File: config.mk
export PLATFORM = sky130hd
export DESIGN_NAME = self_test_ctrl
export DESIGN_NICKNAME = d
export VERILOG_FILES = /design/src/shared/self_test_pkg.sv /design/src/design/self_test_ctrl.sv
export SDC_FILE = /design/constraint.sdc
export NUM_CORES = 1
export LEC_CHECK = 0
export BUFFER_PORTS_ARGS = -buffer_cell sky130_fd_sc_hd__buf_2
export CAP_MARGIN = 0
export CORE_UTILIZATION = 47
export DETAILED_ROUTE_END_ITERATION = 6
export HOLD_SLACK_MARGIN = 0.12
export PLACE_DENSITY = 0.77
export SLEW_MARGIN = 20
export SYNTH_ARGS = -nofsm -noshare
export SYNTH_HDL_FRONTEND = slang
export SYNTH_SLANG_ARGS = --single-unit
File: constraint.sdc
create_clock -name CLK_SYS -period 2.4 [get_ports CLK_SYS]
set_input_delay 0.72 -clock CLK_SYS [delete_from_list [all_inputs] [get_ports CLK_SYS]]
set_output_delay 0.72 -clock CLK_SYS [all_outputs]
set_load 0.01 [all_outputs]
File: src/shared/self_test_pkg.sv
// Constants, register layout and carrier types of the self-test control block.
// Assumes a 200 MHz system clock and a 32-bit register port.
package self_test_pkg;
   // Register port widths and offsets
   localparam int ADDR_W = 8;
   localparam int DATA_W = 32;
   localparam logic [7:0] OFS_SELF_TEST_CONTROL = 8'h0C;
   localparam logic [7:0] OFS_EVENT_STATUS = 8'h20;
   localparam logic [7:0] OFS_EVENT_MASK = 8'h24;
   localparam logic [31:0] SELF_TEST_CONTROL_RESET = 32'h00000000;
   localparam logic [2:0] EVENT_RESET = 3'h0;
   // Field positions of self_test_control
   localparam int BIT_SRAM_TEST_RESET = 10;
   localparam int BIT_SRAM_TEST_START = 7;
   localparam int BIT_SRAM_TEST_FINISHED = 6;
   localparam int BIT_RX_FIFO_MEM_FAULT = 5;
   localparam int BIT_TX_FIFO_MEM_FAULT = 4;
   localparam int BIT_RX_FILTER_MEM_FAULT = 3;
   localparam int BIT_CONFIG_RELOAD_GO = 2;
   localparam int BIT_EEPROM_CHECK_GO = 1;
   localparam int BIT_EEPROM_CHECK_BAD = 0;
   // Field positions of the event status and mask registers
   localparam int EV_SRAM_DONE = 0;
   localparam int EV_CHECK_DONE = 1;
   localparam int EV_RELOAD_DONE = 2;
   localparam int EV_W = 3;
   // EEPROM image layout
   localparam logic [3:0] EE_FIRST_WORD = 4'h0;
   localparam logic [3:0] EE_LAST_WORD = 4'hB;
   localparam logic [7:0] EE_CHECK_LOW = 8'h55;
   // Reload duration
   localparam int CLK_MHZ = 200;
   localparam int RELOAD_TIME_US = 1500;
   localparam int RELOAD_CYCLES = RELOAD_TIME_US * CLK_MHZ;
   localparam int TIMER_W = 19;

   typedef struct packed {
      logic wr;
      logic rd;
      logic [ADDR_W-1:0] addr;
      logic [DATA_W-1:0] wdata;
   } bus_req_t;

   typedef struct packed {
      logic rx_fifo;
      logic tx_fifo;
      logic rx_filter;
   } sram_fault_t;

   typedef struct packed {
      logic we;
      logic [3:0] addr;
      logic [15:0] data;
   } cfg_wr_t;

   typedef enum {EE_IDLE, EE_FETCH, EE_WAIT} ee_state_t;
endpackage

File: src/design/self_test_ctrl.sv
// Self-test control register: SRAM test engine control, EEPROM reload and check.
// Assumes the SRAM test engine, EEPROM word reader and config registers sit outside.
`timescale 1ns/1ps
`default_nettype none

module self_test_ctrl #(
   parameter int RELOAD_CYCLES_P = self_test_pkg::RELOAD_CYCLES
) (
   input wire logic CLK_SYS,
   input wire logic ARST_N,
   input wire logic SOFT_RST,
   input wire self_test_pkg::bus_req_t BUS_REQ,
   output logic [self_test_pkg::DATA_W-1:0] RDATA,
   output logic IRQ,
   output logic SRAM_TEST_RST,
   output logic SRAM_TEST_RUN,
   input wire logic SRAM_TEST_END,
   input wire self_test_pkg::sram_fault_t SRAM_FAULTS,
   output logic EE_REQ,
   output logic [3:0] EE_ADDR,
   input wire logic EE_ACK,
   input wire logic [15:0] EE_DATA,
   output self_test_pkg::cfg_wr_t CFG_WR
);
   import self_test_pkg::*;

   // Adds both bytes of a word to the running 8-bit sum
   function automatic logic [7:0] byte_sum(input logic [7:0] acc, input logic [15:0] word);
      byte_sum = acc + word[15:8] + word[7:0];
   endfunction

   localparam logic [TIMER_W-1:0] RELOAD_LAST = TIMER_W'(RELOAD_CYCLES_P - 1);

   logic sram_rst_reg, sram_rst_next;
   logic sram_run_reg, sram_run_next;
   logic fin_reg, fin_next;
   sram_fault_t fault_reg, fault_next;
   logic [EV_W-1:0] status_reg, status_next;
   logic [EV_W-1:0] mask_reg, mask_next;
   logic [DATA_W-1:0] rdata_reg, rdata_next;

   ee_state_t state_reg, state_next;
   logic reload_mode_reg, reload_mode_next;
   logic bad_reg, bad_next;
   logic [3:0] word_reg, word_next;
   logic [7:0] acc_reg, acc_next;
   logic [TIMER_W-1:0] timer_reg, timer_next;
   cfg_wr_t cfg_reg, cfg_next;

   logic ctrl_wr, status_wr, mask_wr;
   logic start_rise, sram_event, check_event, reload_event;
   logic reload_busy, check_busy;
   logic [7:0] final_sum;

   // Address decode
   assign ctrl_wr = BUS_REQ.wr && (BUS_REQ.addr == OFS_SELF_TEST_CONTROL);
   assign status_wr = BUS_REQ.wr && (BUS_REQ.addr == OFS_EVENT_STATUS);
   assign mask_wr = BUS_REQ.wr && (BUS_REQ.addr == OFS_EVENT_MASK);

   // Busy indicators of the EEPROM sequencer
   assign reload_busy = (state_reg != EE_IDLE) && reload_mode_reg;
   assign check_busy = (state_reg != EE_IDLE) && !reload_mode_reg;

   // SRAM engine start and completion
   assign start_rise = ctrl_wr && BUS_REQ.wdata[BIT_SRAM_TEST_START] && !sram_run_reg;
   assign sram_event = SRAM_TEST_END && sram_run_reg && !sram_rst_reg && !fin_reg;

   // Final checksum sum over all bytes but the checksum low byte, plus the fixed constant
   assign final_sum = acc_reg + EE_CHECK_LOW + EE_DATA[15:8];

   // Register and SRAM test control next state
   always_comb begin
      sram_rst_next = sram_rst_reg;
      sram_run_next = sram_run_reg;
      fin_next = fin_reg;
      fault_next = fault_reg;
      mask_next = mask_reg;
      rdata_next = '0;
      if (ctrl_wr) begin
         // Only the two control bits store; other bits are dropped
         sram_rst_next = BUS_REQ.wdata[BIT_SRAM_TEST_RESET];
         sram_run_next = BUS_REQ.wdata[BIT_SRAM_TEST_START];
      end
      // Finished flag only while enabled and out of reset
      fin_next = sram_run_reg && !sram_rst_reg && !start_rise && (fin_reg || SRAM_TEST_END);
      // Faults collect during a run, clear on engine reset or restart
      if (sram_rst_reg || start_rise) begin
         fault_next = '0;
      end else if (sram_run_reg && !fin_reg) begin
         fault_next = fault_reg | SRAM_FAULTS;
      end
      // Sticky events, set beats write-one-to-clear
      status_next = status_reg & ~(status_wr ? BUS_REQ.wdata[EV_W-1:0] : {EV_W{1'b0}});
      status_next[EV_SRAM_DONE] = status_next[EV_SRAM_DONE] | sram_event;
      status_next[EV_CHECK_DONE] = status_next[EV_CHECK_DONE] | check_event;
      status_next[EV_RELOAD_DONE] = status_next[EV_RELOAD_DONE] | reload_event;
      if (mask_wr) begin
         mask_next = BUS_REQ.wdata[EV_W-1:0];
      end
      // Read data, unused bits zero
      if (BUS_REQ.rd) begin
         case (BUS_REQ.addr)
            OFS_SELF_TEST_CONTROL: begin
               rdata_next[BIT_SRAM_TEST_RESET] = sram_rst_reg;
               rdata_next[BIT_SRAM_TEST_START] = sram_run_reg;
               // Masked so a read right after disabling shows zero
               rdata_next[BIT_SRAM_TEST_FINISHED] = fin_reg && sram_run_reg && !sram_rst_reg;
               rdata_next[BIT_RX_FIFO_MEM_FAULT] = fault_reg.rx_fifo;
               rdata_next[BIT_TX_FIFO_MEM_FAULT] = fault_reg.tx_fifo;
               rdata_next[BIT_RX_FILTER_MEM_FAULT] = fault_reg.rx_filter;
               rdata_next[BIT_CONFIG_RELOAD_GO] = reload_busy;
               rdata_next[BIT_EEPROM_CHECK_GO] = check_busy;
               rdata_next[BIT_EEPROM_CHECK_BAD] = bad_reg;
            end
            OFS_EVENT_STATUS: rdata_next[EV_W-1:0] = status_reg;
            OFS_EVENT_MASK: rdata_next[EV_W-1:0] = mask_reg;
            default: rdata_next = '0;
         endcase
      end
   end

   // Register and SRAM test control flops
   always_ff @(posedge CLK_SYS or negedge ARST_N) begin
      if (!ARST_N) begin
         sram_rst_reg <= SELF_TEST_CONTROL_RESET[BIT_SRAM_TEST_RESET];
         sram_run_reg <= SELF_TEST_CONTROL_RESET[BIT_SRAM_TEST_START];
         fin_reg <= 1'b0;
         fault_reg <= '0;
         status_reg <= EVENT_RESET;
         mask_reg <= EVENT_RESET;
         rdata_reg <= '0;
      end else if (SOFT_RST) begin
         sram_rst_reg <= SELF_TEST_CONTROL_RESET[BIT_SRAM_TEST_RESET];
         sram_run_reg <= SELF_TEST_CONTROL_RESET[BIT_SRAM_TEST_START];
         fin_reg <= 1'b0;
         fault_reg <= '0;
         status_reg <= EVENT_RESET;
         mask_reg <= EVENT_RESET;
         rdata_reg <= '0;
      end else begin
         sram_rst_reg <= sram_rst_next;
         sram_run_reg <= sram_run_next;
         fin_reg <= fin_next;
         fault_reg <= fault_next;
         status_reg <= status_next;
         mask_reg <= mask_next;
         rdata_reg <= rdata_next;
      end
   end

   // EEPROM sequencer next state
   always_comb begin
      state_next = state_reg;
      reload_mode_next = reload_mode_reg;
      bad_next = bad_reg;
      word_next = word_reg;
      acc_next = acc_reg;
      timer_next = (timer_reg == RELOAD_LAST) ? timer_reg : timer_reg + 1'b1;
      cfg_next = '0;
      check_event = 1'b0;
      reload_event = 1'b0;
      case (state_reg)
         EE_IDLE: begin
            timer_next = '0;
            // Go bits taken only while idle; reload wins if both set
            if (ctrl_wr && BUS_REQ.wdata[BIT_CONFIG_RELOAD_GO]) begin
               state_next = EE_FETCH;
               reload_mode_next = 1'b1;
               word_next = EE_FIRST_WORD;
               acc_next = '0;
            end else if (ctrl_wr && BUS_REQ.wdata[BIT_EEPROM_CHECK_GO]) begin
               state_next = EE_FETCH;
               reload_mode_next = 1'b0;
               bad_next = 1'b0;
               word_next = EE_FIRST_WORD;
               acc_next = '0;
            end
         end
         EE_FETCH: begin
            if (EE_ACK) begin
               if (word_reg == EE_LAST_WORD) begin
                  if (reload_mode_reg) begin
                     state_next = EE_WAIT;
                  end else begin
                     // Checksum word ends the check
                     bad_next = (EE_DATA[7:0] != EE_CHECK_LOW) || (final_sum != 8'h00);
                     check_event = 1'b1;
                     state_next = EE_IDLE;
                  end
               end else begin
                  acc_next = byte_sum(acc_reg, EE_DATA);
                  word_next = word_reg + 1'b1;
                  // Configuration written only on a reload
                  cfg_next.we = reload_mode_reg;
                  cfg_next.addr = word_reg;
                  cfg_next.data = EE_DATA;
               end
            end
         end
         EE_WAIT: begin
            // Busy indicator held for the full reload time
            if (timer_reg == RELOAD_LAST) begin
               reload_event = 1'b1;
               state_next = EE_IDLE;
            end
         end
         default: state_next = EE_IDLE;
      endcase
   end

   // EEPROM sequencer flops
   always_ff @(posedge CLK_SYS or negedge ARST_N) begin
      if (!ARST_N) begin
         state_reg <= EE_IDLE;
         reload_mode_reg <= 1'b0;
         bad_reg <= SELF_TEST_CONTROL_RESET[BIT_EEPROM_CHECK_BAD];
         word_reg <= EE_FIRST_WORD;
         acc_reg <= '0;
         timer_reg <= '0;
         cfg_reg <= '0;
      end else if (SOFT_RST) begin
         state_reg <= EE_IDLE;
         reload_mode_reg <= 1'b0;
         bad_reg <= SELF_TEST_CONTROL_RESET[BIT_EEPROM_CHECK_BAD];
         word_reg <= EE_FIRST_WORD;
         acc_reg <= '0;
         timer_reg <= '0;
         cfg_reg <= '0;
      end else begin
         state_reg <= state_next;
         reload_mode_reg <= reload_mode_next;
         bad_reg <= bad_next;
         word_reg <= word_next;
         acc_reg <= acc_next;
         timer_reg <= timer_next;
         cfg_reg <= cfg_next;
      end
   end

   // Outputs
   assign RDATA = rdata_reg;
   assign IRQ = |(status_reg & mask_reg);
   assign SRAM_TEST_RST = sram_rst_reg;
   assign SRAM_TEST_RUN = sram_run_reg;
   assign EE_REQ = (state_reg == EE_FETCH);
   assign EE_ADDR = word_reg;
   assign CFG_WR = cfg_reg;
endmodule

`default_nettype wire

==> impl_results.md, run 1 <==
* Seq/Total Area, Yosys at between 40% and 50%
* H-tree depth at 3
* Top_reg_cell synth: dfrtp_1
* Die ar. at 9506 sq um
* Yosys warns at 0
* Failing checks: setup timing
* Fraction of the cycle the final worst path needs at 111.3%
* Via count of the routed design at about 3400
* Core area at 8763 sq um
* Data arrival, critical path at around 2.9 ns
* Number of synthesized flops with an enable pin at 0
* Vert. Die Dim at about 100 um
* Core Rows at 34
* Dpl cells at around 640
* Reg2reg path depth at 10
* Critical Path Sink Type: register
* Initial DRC count at a little under 90
* Buffers added on ports at 76
* Residual DRC at 0
* Most frequent cells in the layout: 77 x dfrtp_1, 73 x buf_2, 56 x nor2_1, 39 x buf_4, 26 x nand2_1
* CP Class: input pin to register
* Clock-pin transition on the worst setup and hold timing paths at approximately 0.090 ns
* Fillcell total at approximately 760
* Fin util at between 60% and 70%
* Asr flop ratio synth at 100.0%
* Crit Path Max Fanout at 3
* Syn Area/Cell at between 9 and 10 sq um
* TritonCTS clock tree: yes
* Max reg flops at 21
* P_leak at 2.680 nW
* Worst Hold Slack at slightly above 0.3 ns
* Post-layout minimum cycle time at between 2 and 3 ns
* Fin worst setup slack at -0.2701 ns
* Post-route ant nets at 0
* Avg Vias per Cell at 5.094
* Flop-to-flop setup slack at -0.20 ns
* First-pass GRT wire length at around 15000 um
* Worst R2R Start: acc_reg[1]
* GPL Wtd Cong at approximately 0.8
* Wire per inst at about 14 um
* Max cap viols at 0
* Die X-Extent at slightly below 100 um
* Yosys cell types at between 50 and 60
* TritonRoute pass-1 iters at 4
* Num CTS Buffers at 9
* Worst vdd ir at about 280 uV
* Clock Tree Root: clkbuf_8
* Clock Path Buffers at 2
* GRT overflow at 0
* Starting Density at between 40 and 50%
* DP HPWL at ~6800 um
* Aggregate routed wire length at approximately 9000 um
* # setup viols final at 3
* Clk Latency, worst-skew pair at ~0.36 ns
* RSZ-0062 raised after global routing: true
* Clock sinks at between 70 and 80
* Fraction of layout cells with a size suffix above 1 at between 20 and 30%
* Status: finished with violations
* I/O Pins at approximately 130
* CP Launch Type: input pin
* CP required at about 2.6 ns
* Gate Count Post-Synth at 431
* Largest net degree at the start of global routing at 38
* Max-slew violations at 0
* Fin Clk Skew at between 0.01 and 0.015 ns
* Area grow syn2layout at 23.00%
* Seq cells post-synth at just under 80
* Cell area after synthesis at roughly 4300 sq um
* Final Non-Filler Cells at between 600 and 700
* FMAX at around 370 MHz
* Design Area, Final at approximately 5300 sq um
* Placed inst area at about 5000 sq um
* Ant diodes at 0
* Nets@finish at 643
* Cell Pwr Density at 507.0 nW/um^2
* Reg2reg end: bad_reg
* Initial antenna violation count at 0
* Final Hold Violating Endpoints at 0
* Total GRT Usage at just over 20%
* Hold/Removal Path Class: input pin to async pin
* Most common cell after layout, fill and taps aside: dfrtp_1
* Vias in the first global route at 3365
==> cell usage after synthesis, types with 3 or more instances <==
cell | n | area share [%]
and3_1 | 7 | 1.0
nor4b_1 | 3 | 0.61
mux2i_1 | 6 | 1.4
nor2_1 | 57 | 5.0
or2_2 | 4 | 0.58
clkbuf_1 | 7 | 0.61
xor2_1 | 10 | 2.0
and2_1 | 24 | 3.5
dfrtp_1 | 77 | 45
a21oi_1 | 18 | 2.1
and4_1 | 3 | 0.61
nand2b_1 | 6 | 0.88
inv_1 | 26 | 2.3
a22o_1 | 3 | 0.61
nand4_1 | 6 | 0.88
ha_1 | 21 | 6.1
nor3b_1 | 5 | 0.88
nor2b_1 | 4 | 0.58
xnor2_1 | 16 | 3.3
nor3_1 | 8 | 0.93
nand3b_1 | 3 | 0.53
fa_1 | 9 | 4.2
nand2_1 | 27 | 2.4
nand3_1 | 7 | 0.82
buf_4 | 23 | 4.0
o21ai_0 | 15 | 1.8
==> worst max-delay path, stage by stage <==
cell and delay (ns):
buf_4 0.12, ha_1 0.27, ha_2 0.18, inv_1 0.05, fa_2 0.36, xnor2_1 0.18, nor4b_2 0.26, o2111ai_1 0.16
nor4_2 0.37, buf_4 0.16, o21ai_0 0.06
==> routing by layer <==
layer  global-route usage (%)  part of all wire, %  vias up  wire length (um)
met5                        0                    0        -                 0
met4                    8.710                  2.2        0               194
met3                    3.597                  4.8       19               437
met2                    34.27                   50       83              4522
met1                    25.09                   43     1615              3858
li1                         -                    -     1645                 -
==> per-stage QoR <==
step                      TNS [ns]  setup WS (ns)  total power (W)
after global placement      -2.241        -0.6649         0.001610
final                      -0.6492        -0.2701         0.002673
after floorplan            -0.5457        -0.4139         0.001503
after CTS                  -0.4503        -0.2397         0.002681
after global routing       -0.9397        -0.3612         0.002782
after detailed placement    -2.549        -0.7199         0.001619
==> kinds of logic (layout without fill, tap and decap cells) <==
family | Yosys count | after routing | synth area share (%)
AND/OR/NAND/NOR | 179 | 179 | 22.62
flip-flops | 77 | 77 | 44.95
buffers and inverters | 58 | 157 | 7.268
AO/OA/AOI/OAI | 52 | 52 | 7.502
adder cells (fa/ha/maj) | 30 | 30 | 10.33
XOR/XNOR | 26 | 26 | 5.312
multiplexers | 8 | 8 | 1.926
other | 1 | 23 | 0.08748
==> timing repair <==
item                       4_1_cts  5_1_grt
resized for setup                6       13
pin swaps                        5        8
buffers inserted                 3        1
hold buffers                     0        0
setup endpoints to repair        3        4
==> how the worst max path moves through the flow <==
stage               slack, ns       start         end  cells past startpoint
global route            -0.36  EE_DATA[9]     bad_reg                     11
CTS                     -0.24  EE_DATA[1]  acc_reg[7]                     11
finish                  -0.27  EE_DATA[9]     bad_reg                     11
floorplan               -0.41  EE_DATA[1]  acc_reg[7]                     10
global placement        -0.66  EE_DATA[9]     bad_reg                     12
detailed placement      -0.72  EE_DATA[9]     bad_reg                     12
==> power by group <==
group	internal, W	switching (W)
combinational	0.000146	0.000178
sequential	0.00130	0.000000387
clock	0.000548	0.000504
total	0.00199	0.000683
==> layout make-up <==
| class | count | area, sq um | area share, % |
|---|---|---|---|
| multi-input cells | 318 | 2208 | 41.88 |
| flip-flops and latches | 77 | 1927 | 36.54 |
| repair buffers | 114 | 684.4 | 12.98 |
| clock buffers | 11 | 151.4 | 2.871 |
| well taps | 108 | 135.1 | 2.563 |
| inverters | 27 | 101.3 | 1.922 |
| clock inverters | 5 | 65.06 | 1.234 |
Power figures use the tool's default switching activity.
==> run 2: changes to the inputs <==
ABC_AREA = 1   (was unset)
BUFFER_PORTS_ARGS = unset   (was -buffer_cell sky130_fd_sc_hd__buf_2)
CORE_UTILIZATION = 58   (was 47)
DONT_BUFFER_PORTS = 1   (was unset)
PLACE_DENSITY = 0.76   (was 0.77)
==> impl_results.md, run 2 <==
* Cell area after synthesis at 4727 sq um (was 4287 sq um)
* Asr flop ratio synth at 100.0% (unchanged)
* Yosys top cell by area: dfrtp_1 (unchanged)
* Num CTS Buffers at 9 (unchanged)
* Post-cts resize count at 0 (was 6)
* Top_reg_cell synth: dfrtp_1 (unchanged)
* Nets@finish at 719 (was 643)
* CP Launch Type: register (was input pin)
* Total GRT Usage at 25.68% (was 20.14%)
* Vias in the first global route at 3918 (was 3365)
* GRT overflow at 0 (unchanged)
* Buffers added on ports at 0 (was 76)
* Area grow syn2layout at 5.135% (was 23.00%)
* Final Hold Violating Endpoints at 0 (unchanged)
* Hold/Removal Path Class: input pin to async pin (unchanged)
* GPL Wtd Cong at 0.8582 (was 0.8031)
* # setup viols final at 0 (was 3)
* # Post-CTS Setup Buffers at 0 (was 3)
* Setup tns final at 0 ns (was -0.6492 ns)
* Fraction of layout cells with a size suffix above 1 at 7.815% (was 28.80%)
* Core area at 7807 sq um (was 8763 sq um)
* Critical path's slowest cell: fa_1 (was nor4_2)
* Clock Tree Root: clkbuf_8 (unchanged)
* Met1 global-route usage at 32.19% (was 25.09%)
* First-pass GRT wire length at 17260 um (was 15350 um)
* Yosys warns at 0 (unchanged)
* Seq/Total Area, Yosys at 40.76% (was 44.95%)
* Crit Path Max Fanout at 3 (unchanged)
* Count leader, synth: nand2_1 (was dfrtp_1)
* Avg Vias per Cell at 5.229 (was 5.094)
* Most used routing layer: met2 (unchanged)
* Max incr delay on CP at 0.50 ns (was 0.37 ns)
* Residual DRC at 0 (unchanged)
* Overall Power at 0.003071 W (was 0.002673 W)
* Die ar. at 8515 sq um (was 9506 sq um)
* CP required at 2.65 ns (was 2.64 ns)
* Top cells by area, synth: dfrtp_1 41%, nand2_1 11%, inv_1 7.2%, nor2_1 6.4%, nand3_1 5.6% (was dfrtp_1 45%, ha_1 6.1%, nor2_1 5.0%, fa_1 4.2%, buf_4 4.0%)
* Seq cells post-synth at 77 (unchanged)
* Data arrival, critical path at 2.39 ns (was 2.91 ns)
* Clock Path Buffers at 2 (unchanged)
* Critical Path Sink Type: register (unchanged)
* Yosys cell types at 36 (was 52)
* I/O Pins at 127 (unchanged)
* Worst path bufs/invs at 1 (was 3)
* P_leak at 2.593 nW (was 2.680 nW)
* TritonCTS clock tree: yes (unchanged)
* Ant diodes at 0 (unchanged)
* Max cap viols at 0 (unchanged)
* Fin Clk Skew at 0.008592 ns (was 0.01237 ns)
* Most common cell after layout, fill and taps aside: nand2_1 (was dfrtp_1)
* CP Class: register to register (was input pin to register)
* Most frequent cells in the layout: 143 x nand2_1, 91 x inv_1, 80 x nor2_1, 77 x dfrtp_1, 53 x nand3_1 (was 77 x dfrtp_1, 73 x buf_2, 56 x nor2_1, 39 x buf_4, 26 x nand2_1)
* Core Rows at 32 (was 34)
* Clock-pin transition on the worst setup and hold timing paths at 0.08 ns (was 0.09 ns)
* Clk Latency, worst-skew pair at 0.35 ns (was 0.36 ns)
* Vert. Die Dim at 92.28 um (was 97.50 um)
* Max reg flops at 21 (unchanged)
* Wire per inst at 13.73 um (was 13.65 um)
* Initial DRC count at 161 (was 89)
* Most used cell, CP: nand2_1 (was buf_4)
* Delay-heaviest family, CP: adder cells (unchanged)
* Max-slew violations at 0 (unchanged)
* TritonRoute pass-1 iters at 5 (was 4)
* H-tree depth at 3 (unchanged)
* Met2 usage at 43.03% (was 34.27%)
* Post-route ant nets at 0 (unchanged)
* Dpl ws at -0.08749 ns (was -0.7199 ns)
* DP HPWL at 7601 um (was 6812 um)
* Number of synthesized flops with an enable pin at 0 (unchanged)
* Fraction of the cycle the final worst path needs at 89.11% (was 111.3%)
* Via count of the routed design at 3812 (was 3362)
* Cell Pwr Density at 617.9 nW/um^2 (was 507.0 nW/um^2)
* Yosys top cell area share at 40.76% (was 44.95%)
* Critical Path, Cell by Cell: fa_1, ha_1, inv_1, fa_2, nor3_1, nand3b_1, nand2_1, nand3_1, nand2_1 (was buf_4, ha_1, ha_2, inv_1, fa_2, xnor2_1, nor4b_2, o2111ai_1, nor4_2, buf_4, o21ai_0)
* Largest net degree at the start of global routing at 78 (was 38)
* Syn Area/Cell at 7.711 sq um (was 9.946 sq um)
* Clock sinks at 77 (unchanged)
* FMAX at 467.6 MHz (was 374.5 MHz)
* Status: completed (was finished with violations)
* Aggregate routed wire length at 10010 um (was 9012 um)
* Starting Density at 60.54% (was 48.91%)
* Fin util at 63.65% (was 60.17%)
* Die X-Extent at 92.28 um (was 97.50 um)
* Initial antenna violation count at 0 (unchanged)
* Post-layout minimum cycle time at 2.139 ns (was 2.670 ns)
* Fin worst setup slack at 0.2614 ns (was -0.2701 ns)
* Fillcell total at 696 (was 762)
* Worst vdd ir at 334.8 uV (was 276.2 uV)
* Post-synth top cells: 143 x nand2_1, 91 x inv_1, 80 x nor2_1 (was 77 x dfrtp_1, 57 x nor2_1, 27 x nand2_1)
* Gate Count Post-Synth at 613 (was 431)
* Met3 Resource Use GR at 5.970% (was 3.597%)
* RSZ-0062 raised after global routing: false (was true)
[run 2: worst reg2reg max path: stages (launching register included)]
cell and delay (ns):
dfrtp_1 0.42, fa_1 0.50, ha_1 0.17, inv_1 0.06, fa_2 0.37, nor3_1 0.19, nand3b_1 0.15, nand2_1 0.06
nand3_1 0.09, nand2_1 0.05
[run 2: cell type report]
class / instances / area (sq um) / share of cell area (%)
Sequential cell: 77 / 1927 / 38.77
Inverter: 95 / 356.6 / 7.175
Timing Repair Buffer: 7 / 52.55 / 1.057
Multi-Input combinational cell: 433 / 2316 / 46.60
Clock inverter: 4 / 48.80 / 0.9819
Tap cell: 102 / 127.6 / 2.568
Clock buffer: 11 / 141.4 / 2.845
[run 2: stage by stage]
step / std cells / hold slack [ns] / instance area (sq um)
final: 729 / 0.05794 / 4970
after global routing: 729 / 0.03900 / 4970
after detailed placement: 714 / 0.4258 / 4780
after CTS: 729 / 0.04729 / 4970
after floorplan: 635 / 0.4244 / 4812
after global placement: 714 / 0.4260 / 4780
[run 2: worst paths after layout]
path	start	end	slack, ns	cells after the start
min	ARST_N	mask_reg[2]	0.06	0
min reg2reg	fault_reg[0]	RDATA[3]	0.50	2
max in group asynchronous	ARST_N	CFG_WR[12]	2.22	0
max	acc_reg[1]	acc_reg[7]	0.26	9
min in group CLK_SYS	SOFT_RST	timer_reg[16]	0.43	1
max reg2reg	acc_reg[1]	acc_reg[7]	0.26	9
[run 2: cell families after synthesis]
| kind of cell | after synthesis | share of synthesized area [%] |
|---|---|---|
| AO/OA/AOI/OAI | 43 | 4.791 |
| AND/OR/NAND/NOR | 329 | 31.47 |
| flip-flops | 77 | 40.76 |
| XOR/XNOR | 8 | 1.482 |
| adder cells (fa/ha/maj) | 30 | 9.370 |
| buffers and inverters | 125 | 12.04 |
| other | 1 | 0.07933 |
[run 2: per-layer routing]
| metal | vias to the layer above | wire length (um) |
|---|---|---|
| met4 | 0 | 216 |
| met1 | 1780 | 4227 |
| met5 | - | 0 |
| met3 | 21 | 636 |
| met2 | 112 | 4926 |
| li1 | 1899 | - |
[run 2: where the power goes]
group	internal [W]	switching (W)	total [W]
clock	0.000502	0.000475	0.000978
sequential	0.00134	0.0000567	0.00140
combinational	0.000270	0.000423	0.000693
==> run 3: changes to the inputs <==
CORE_ASPECT_RATIO = 0.7   (was unset)
HOLD_SLACK_MARGIN = 0.08   (was 0.12)
TNS_END_PERCENT = 50   (was unset)
==> impl_results.md, run 3 (same netlist as run 2, synthesis figures left out) <==
* Status: completed (unchanged)
* Hold/Removal Path Class: input pin to async pin (unchanged)
* Crit path to: bad_reg (was acc_reg[7])
* Total GRT Usage at 26.94% (was 25.68%)
* Fillcell total at 671 (was 696)
* TritonRoute pass-1 iters at 5 (unchanged)
* Worst vdd ir at 542.8 uV (was 334.8 uV)
* Largest net degree at the start of global routing at 78 (unchanged)
* Number of cells on the critical path at 14 (was 9)
* Reg2reg path depth at 14 (was 9)
* Max incr delay on CP at 0.42 ns (was 0.50 ns)
* Initial DRC count at 274 (was 161)
* Dpl cells at 711 (was 714)
* Critical path launch point: acc_reg[1] (unchanged)
* Initial antenna violation count at 0 (unchanged)
* Ant diodes at 0 (unchanged)
* Met2 usage at 39.00% (was 43.03%)
* TritonCTS clock tree: yes (unchanged)
* Max reg flops at 21 (unchanged)
* Met3 Resource Use GR at 9.160% (was 5.970%)
* FMAX at 452.8 MHz (was 467.6 MHz)
* Data arrival, critical path at 2.44 ns (was 2.39 ns)
* Residual DRC at 0 (unchanged)
* # setup viols final at 0 (unchanged)
* Flop-to-flop setup slack at 0.19 ns (was 0.26 ns)
* Max-slew violations at 0 (unchanged)
* Fraction of layout cells with a size suffix above 1 at 7.987% (was 7.815%)
* Delay-heaviest family, CP: adder cells (unchanged)
* Area grow syn2layout at 7.597% (was 5.135%)
* P_leak at 2.644 nW (was 2.593 nW)
* Most common cell after layout, fill and taps aside: nand2_1 (unchanged)
* Dpl ws at -0.08546 ns (was -0.08749 ns)
* Critical path's slowest cell: dfrtp_1 (was fa_1)
* Die ar. at 8521 sq um (was 8515 sq um)
* Worst path bufs/invs at 2 (was 1)
* Clock sinks at 77 (unchanged)
* Cell Pwr Density at 697.9 nW/um^2 (was 617.9 nW/um^2)
* Reg2reg end: bad_reg (was acc_reg[7])
* Met1 global-route usage at 38.08% (was 32.19%)
* Most used cell, CP: nand2_1 (unchanged)
* Worst R2R Start: acc_reg[1] (unchanged)
* Critical Path Sink Type: register (unchanged)
* CP Launch Type: register (unchanged)
* Clk Latency, worst-skew pair at 0.34 ns (was 0.35 ns)
* Overall Power at 0.003549 W (was 0.003071 W)
* Clock Tree Root: clkbuf_16 (was clkbuf_8)
* CP required at 2.63 ns (was 2.65 ns)
* Fin worst setup slack at 0.1915 ns (was 0.2614 ns)
* Nets@finish at 718 (was 719)
* Worst Hold Slack at 0.07437 ns (was 0.05794 ns)
* Avg Vias per Cell at 5.330 (was 5.229)
* I/O Pins at 127 (unchanged)
* Critical Path, Cell by Cell: ha_1, ha_2, inv_1, fa_1, inv_1, nand2_1, nand2_1, nand3_1, nor2_1, nand2_1, nor2_1, nand2_1, nand2_1, nand2_1 (was fa_1, ha_1, inv_1, fa_2, nor3_1, nand3b_1, nand2_1, nand3_1, nand2_1)
* Final Non-Filler Cells at 727 (was 729)
* Die X-Extent at 109.9 um (was 92.28 um)
* Most used routing layer: met2 (unchanged)
* Vias in the first global route at 3624 (was 3918)
* Buffers added on ports at 0 (unchanged)
* H-tree depth at 3 (unchanged)
* Clock-pin transition on the worst setup and hold timing paths at 0.06 ns (was 0.08 ns)
* DP HPWL at 7721 um (was 7601 um)
* First-pass GRT wire length at 17360 um (was 17260 um)
* Post-route ant nets at 0 (unchanged)
* Final Hold Violating Endpoints at 0 (unchanged)
* Most frequent cells in the layout: 143 x nand2_1, 91 x inv_1, 80 x nor2_1, 77 x dfrtp_1, 53 x nand3_1 (unchanged)
* Post-layout minimum cycle time at 2.208 ns (was 2.139 ns)
* Vert. Die Dim at 77.53 um (was 92.28 um)
* Num CTS Buffers at 9 (unchanged)
* Starting Density at 60.05% (was 60.54%)
* Max cap viols at 0 (unchanged)
* Wire per inst at 14.44 um (was 13.73 um)
* Clock Path Buffers at 2 (unchanged)
* RSZ-0062 raised after global routing: false (unchanged)
* Aggregate routed wire length at 10500 um (was 10010 um)
* GPL Wtd Cong at 0.8497 (was 0.8582)
* Crit Path Max Fanout at 3 (unchanged)
* Core area at 7871 sq um (was 7807 sq um)
* CP Class: register to register (unchanged)
* Core Rows at 27 (was 32)
* Fraction of the cycle the final worst path needs at 92.02% (was 89.11%)
* Via count of the routed design at 3875 (was 3812)
* GRT overflow at 0 (unchanged)
* Fin Clk Skew at 0.005788 ns (was 0.008592 ns)
==> run 3: changes by cell type in the layout (fill, tap and decap cells not counted), sizes merged <==
cell / change
buf: -1
inv: +1
clkbuf: -2
bufinv: +1
==> run 3: cell type report <==
class                           count  area, sq um  share of cell area [%]
Clock buffer                        9        225.2                   4.428
Sequential cell                    77         1927                   37.88
Inverter                           95        356.6                   7.011
Clock inverter                      6        87.58                   1.722
Tap cell                          101        126.4                   2.485
Multi-Input combinational cell    433         2318                   45.58
Timing Repair Buffer                6        45.04                  0.8856
==> run 3: how the worst min path moves through the flow <==
stage / startpoint / end / slack [ns]
after global routing: ARST_N / RDATA[2] / 0.06
after detailed placement: ARST_N / RDATA[2] / 0.43
after global placement: ARST_N / RDATA[1] / 0.43
after CTS: ARST_N / acc_reg[3] / 0.07
final: ARST_N / RDATA[2] / 0.07
after floorplan: ARST_N / CFG_WR[0] / 0.42
==> run 3: repair_timing <==
| action | 4_1_cts | 5_1_grt |
|---|---|---|
| endpoints found under the setup margin | 0 | 1 |
| endpoints found under the hold margin | 77 | 77 |
| gates resized for setup | 0 | 1 |
| buffers inserted | 0 | 1 |
==> run 3: metal layers <==
layer,share of wire (%),vias up
met4,0.99,0
met1,48,1829
met5,0,-
li1,-,1893
met2,43,143
met3,7.9,10
==> run 3: power breakdown <==
part	switching [W]	internal (W)
combinational	0.000453	0.000267
sequential	0.0000589	0.00135
clock	0.000520	0.000905
==> run 3: stage by stage <==
stage / TNS [ns] / instance area [sq um] / utilization [%]
floorplan: 0 / 4812 / -
global placement: -0.08652 / 4763 / 60.51
detailed placement: -0.2067 / 4763 / 60.51
CTS: 0 / 5076 / 64.49
global route: 0 / 5086 / 64.62
finish: 0 / 5086 / 64.62
==> run 3: worst register-to-register path, delay by kind of cell, from the launching register on <==
family / cells / cell delay [ns]
buffers and inverters: 2 / 0.13
DFF: 1 / 0.42
adders and majority gates: 3 / 0.88
and+or+nand+nor: 9 / 0.67
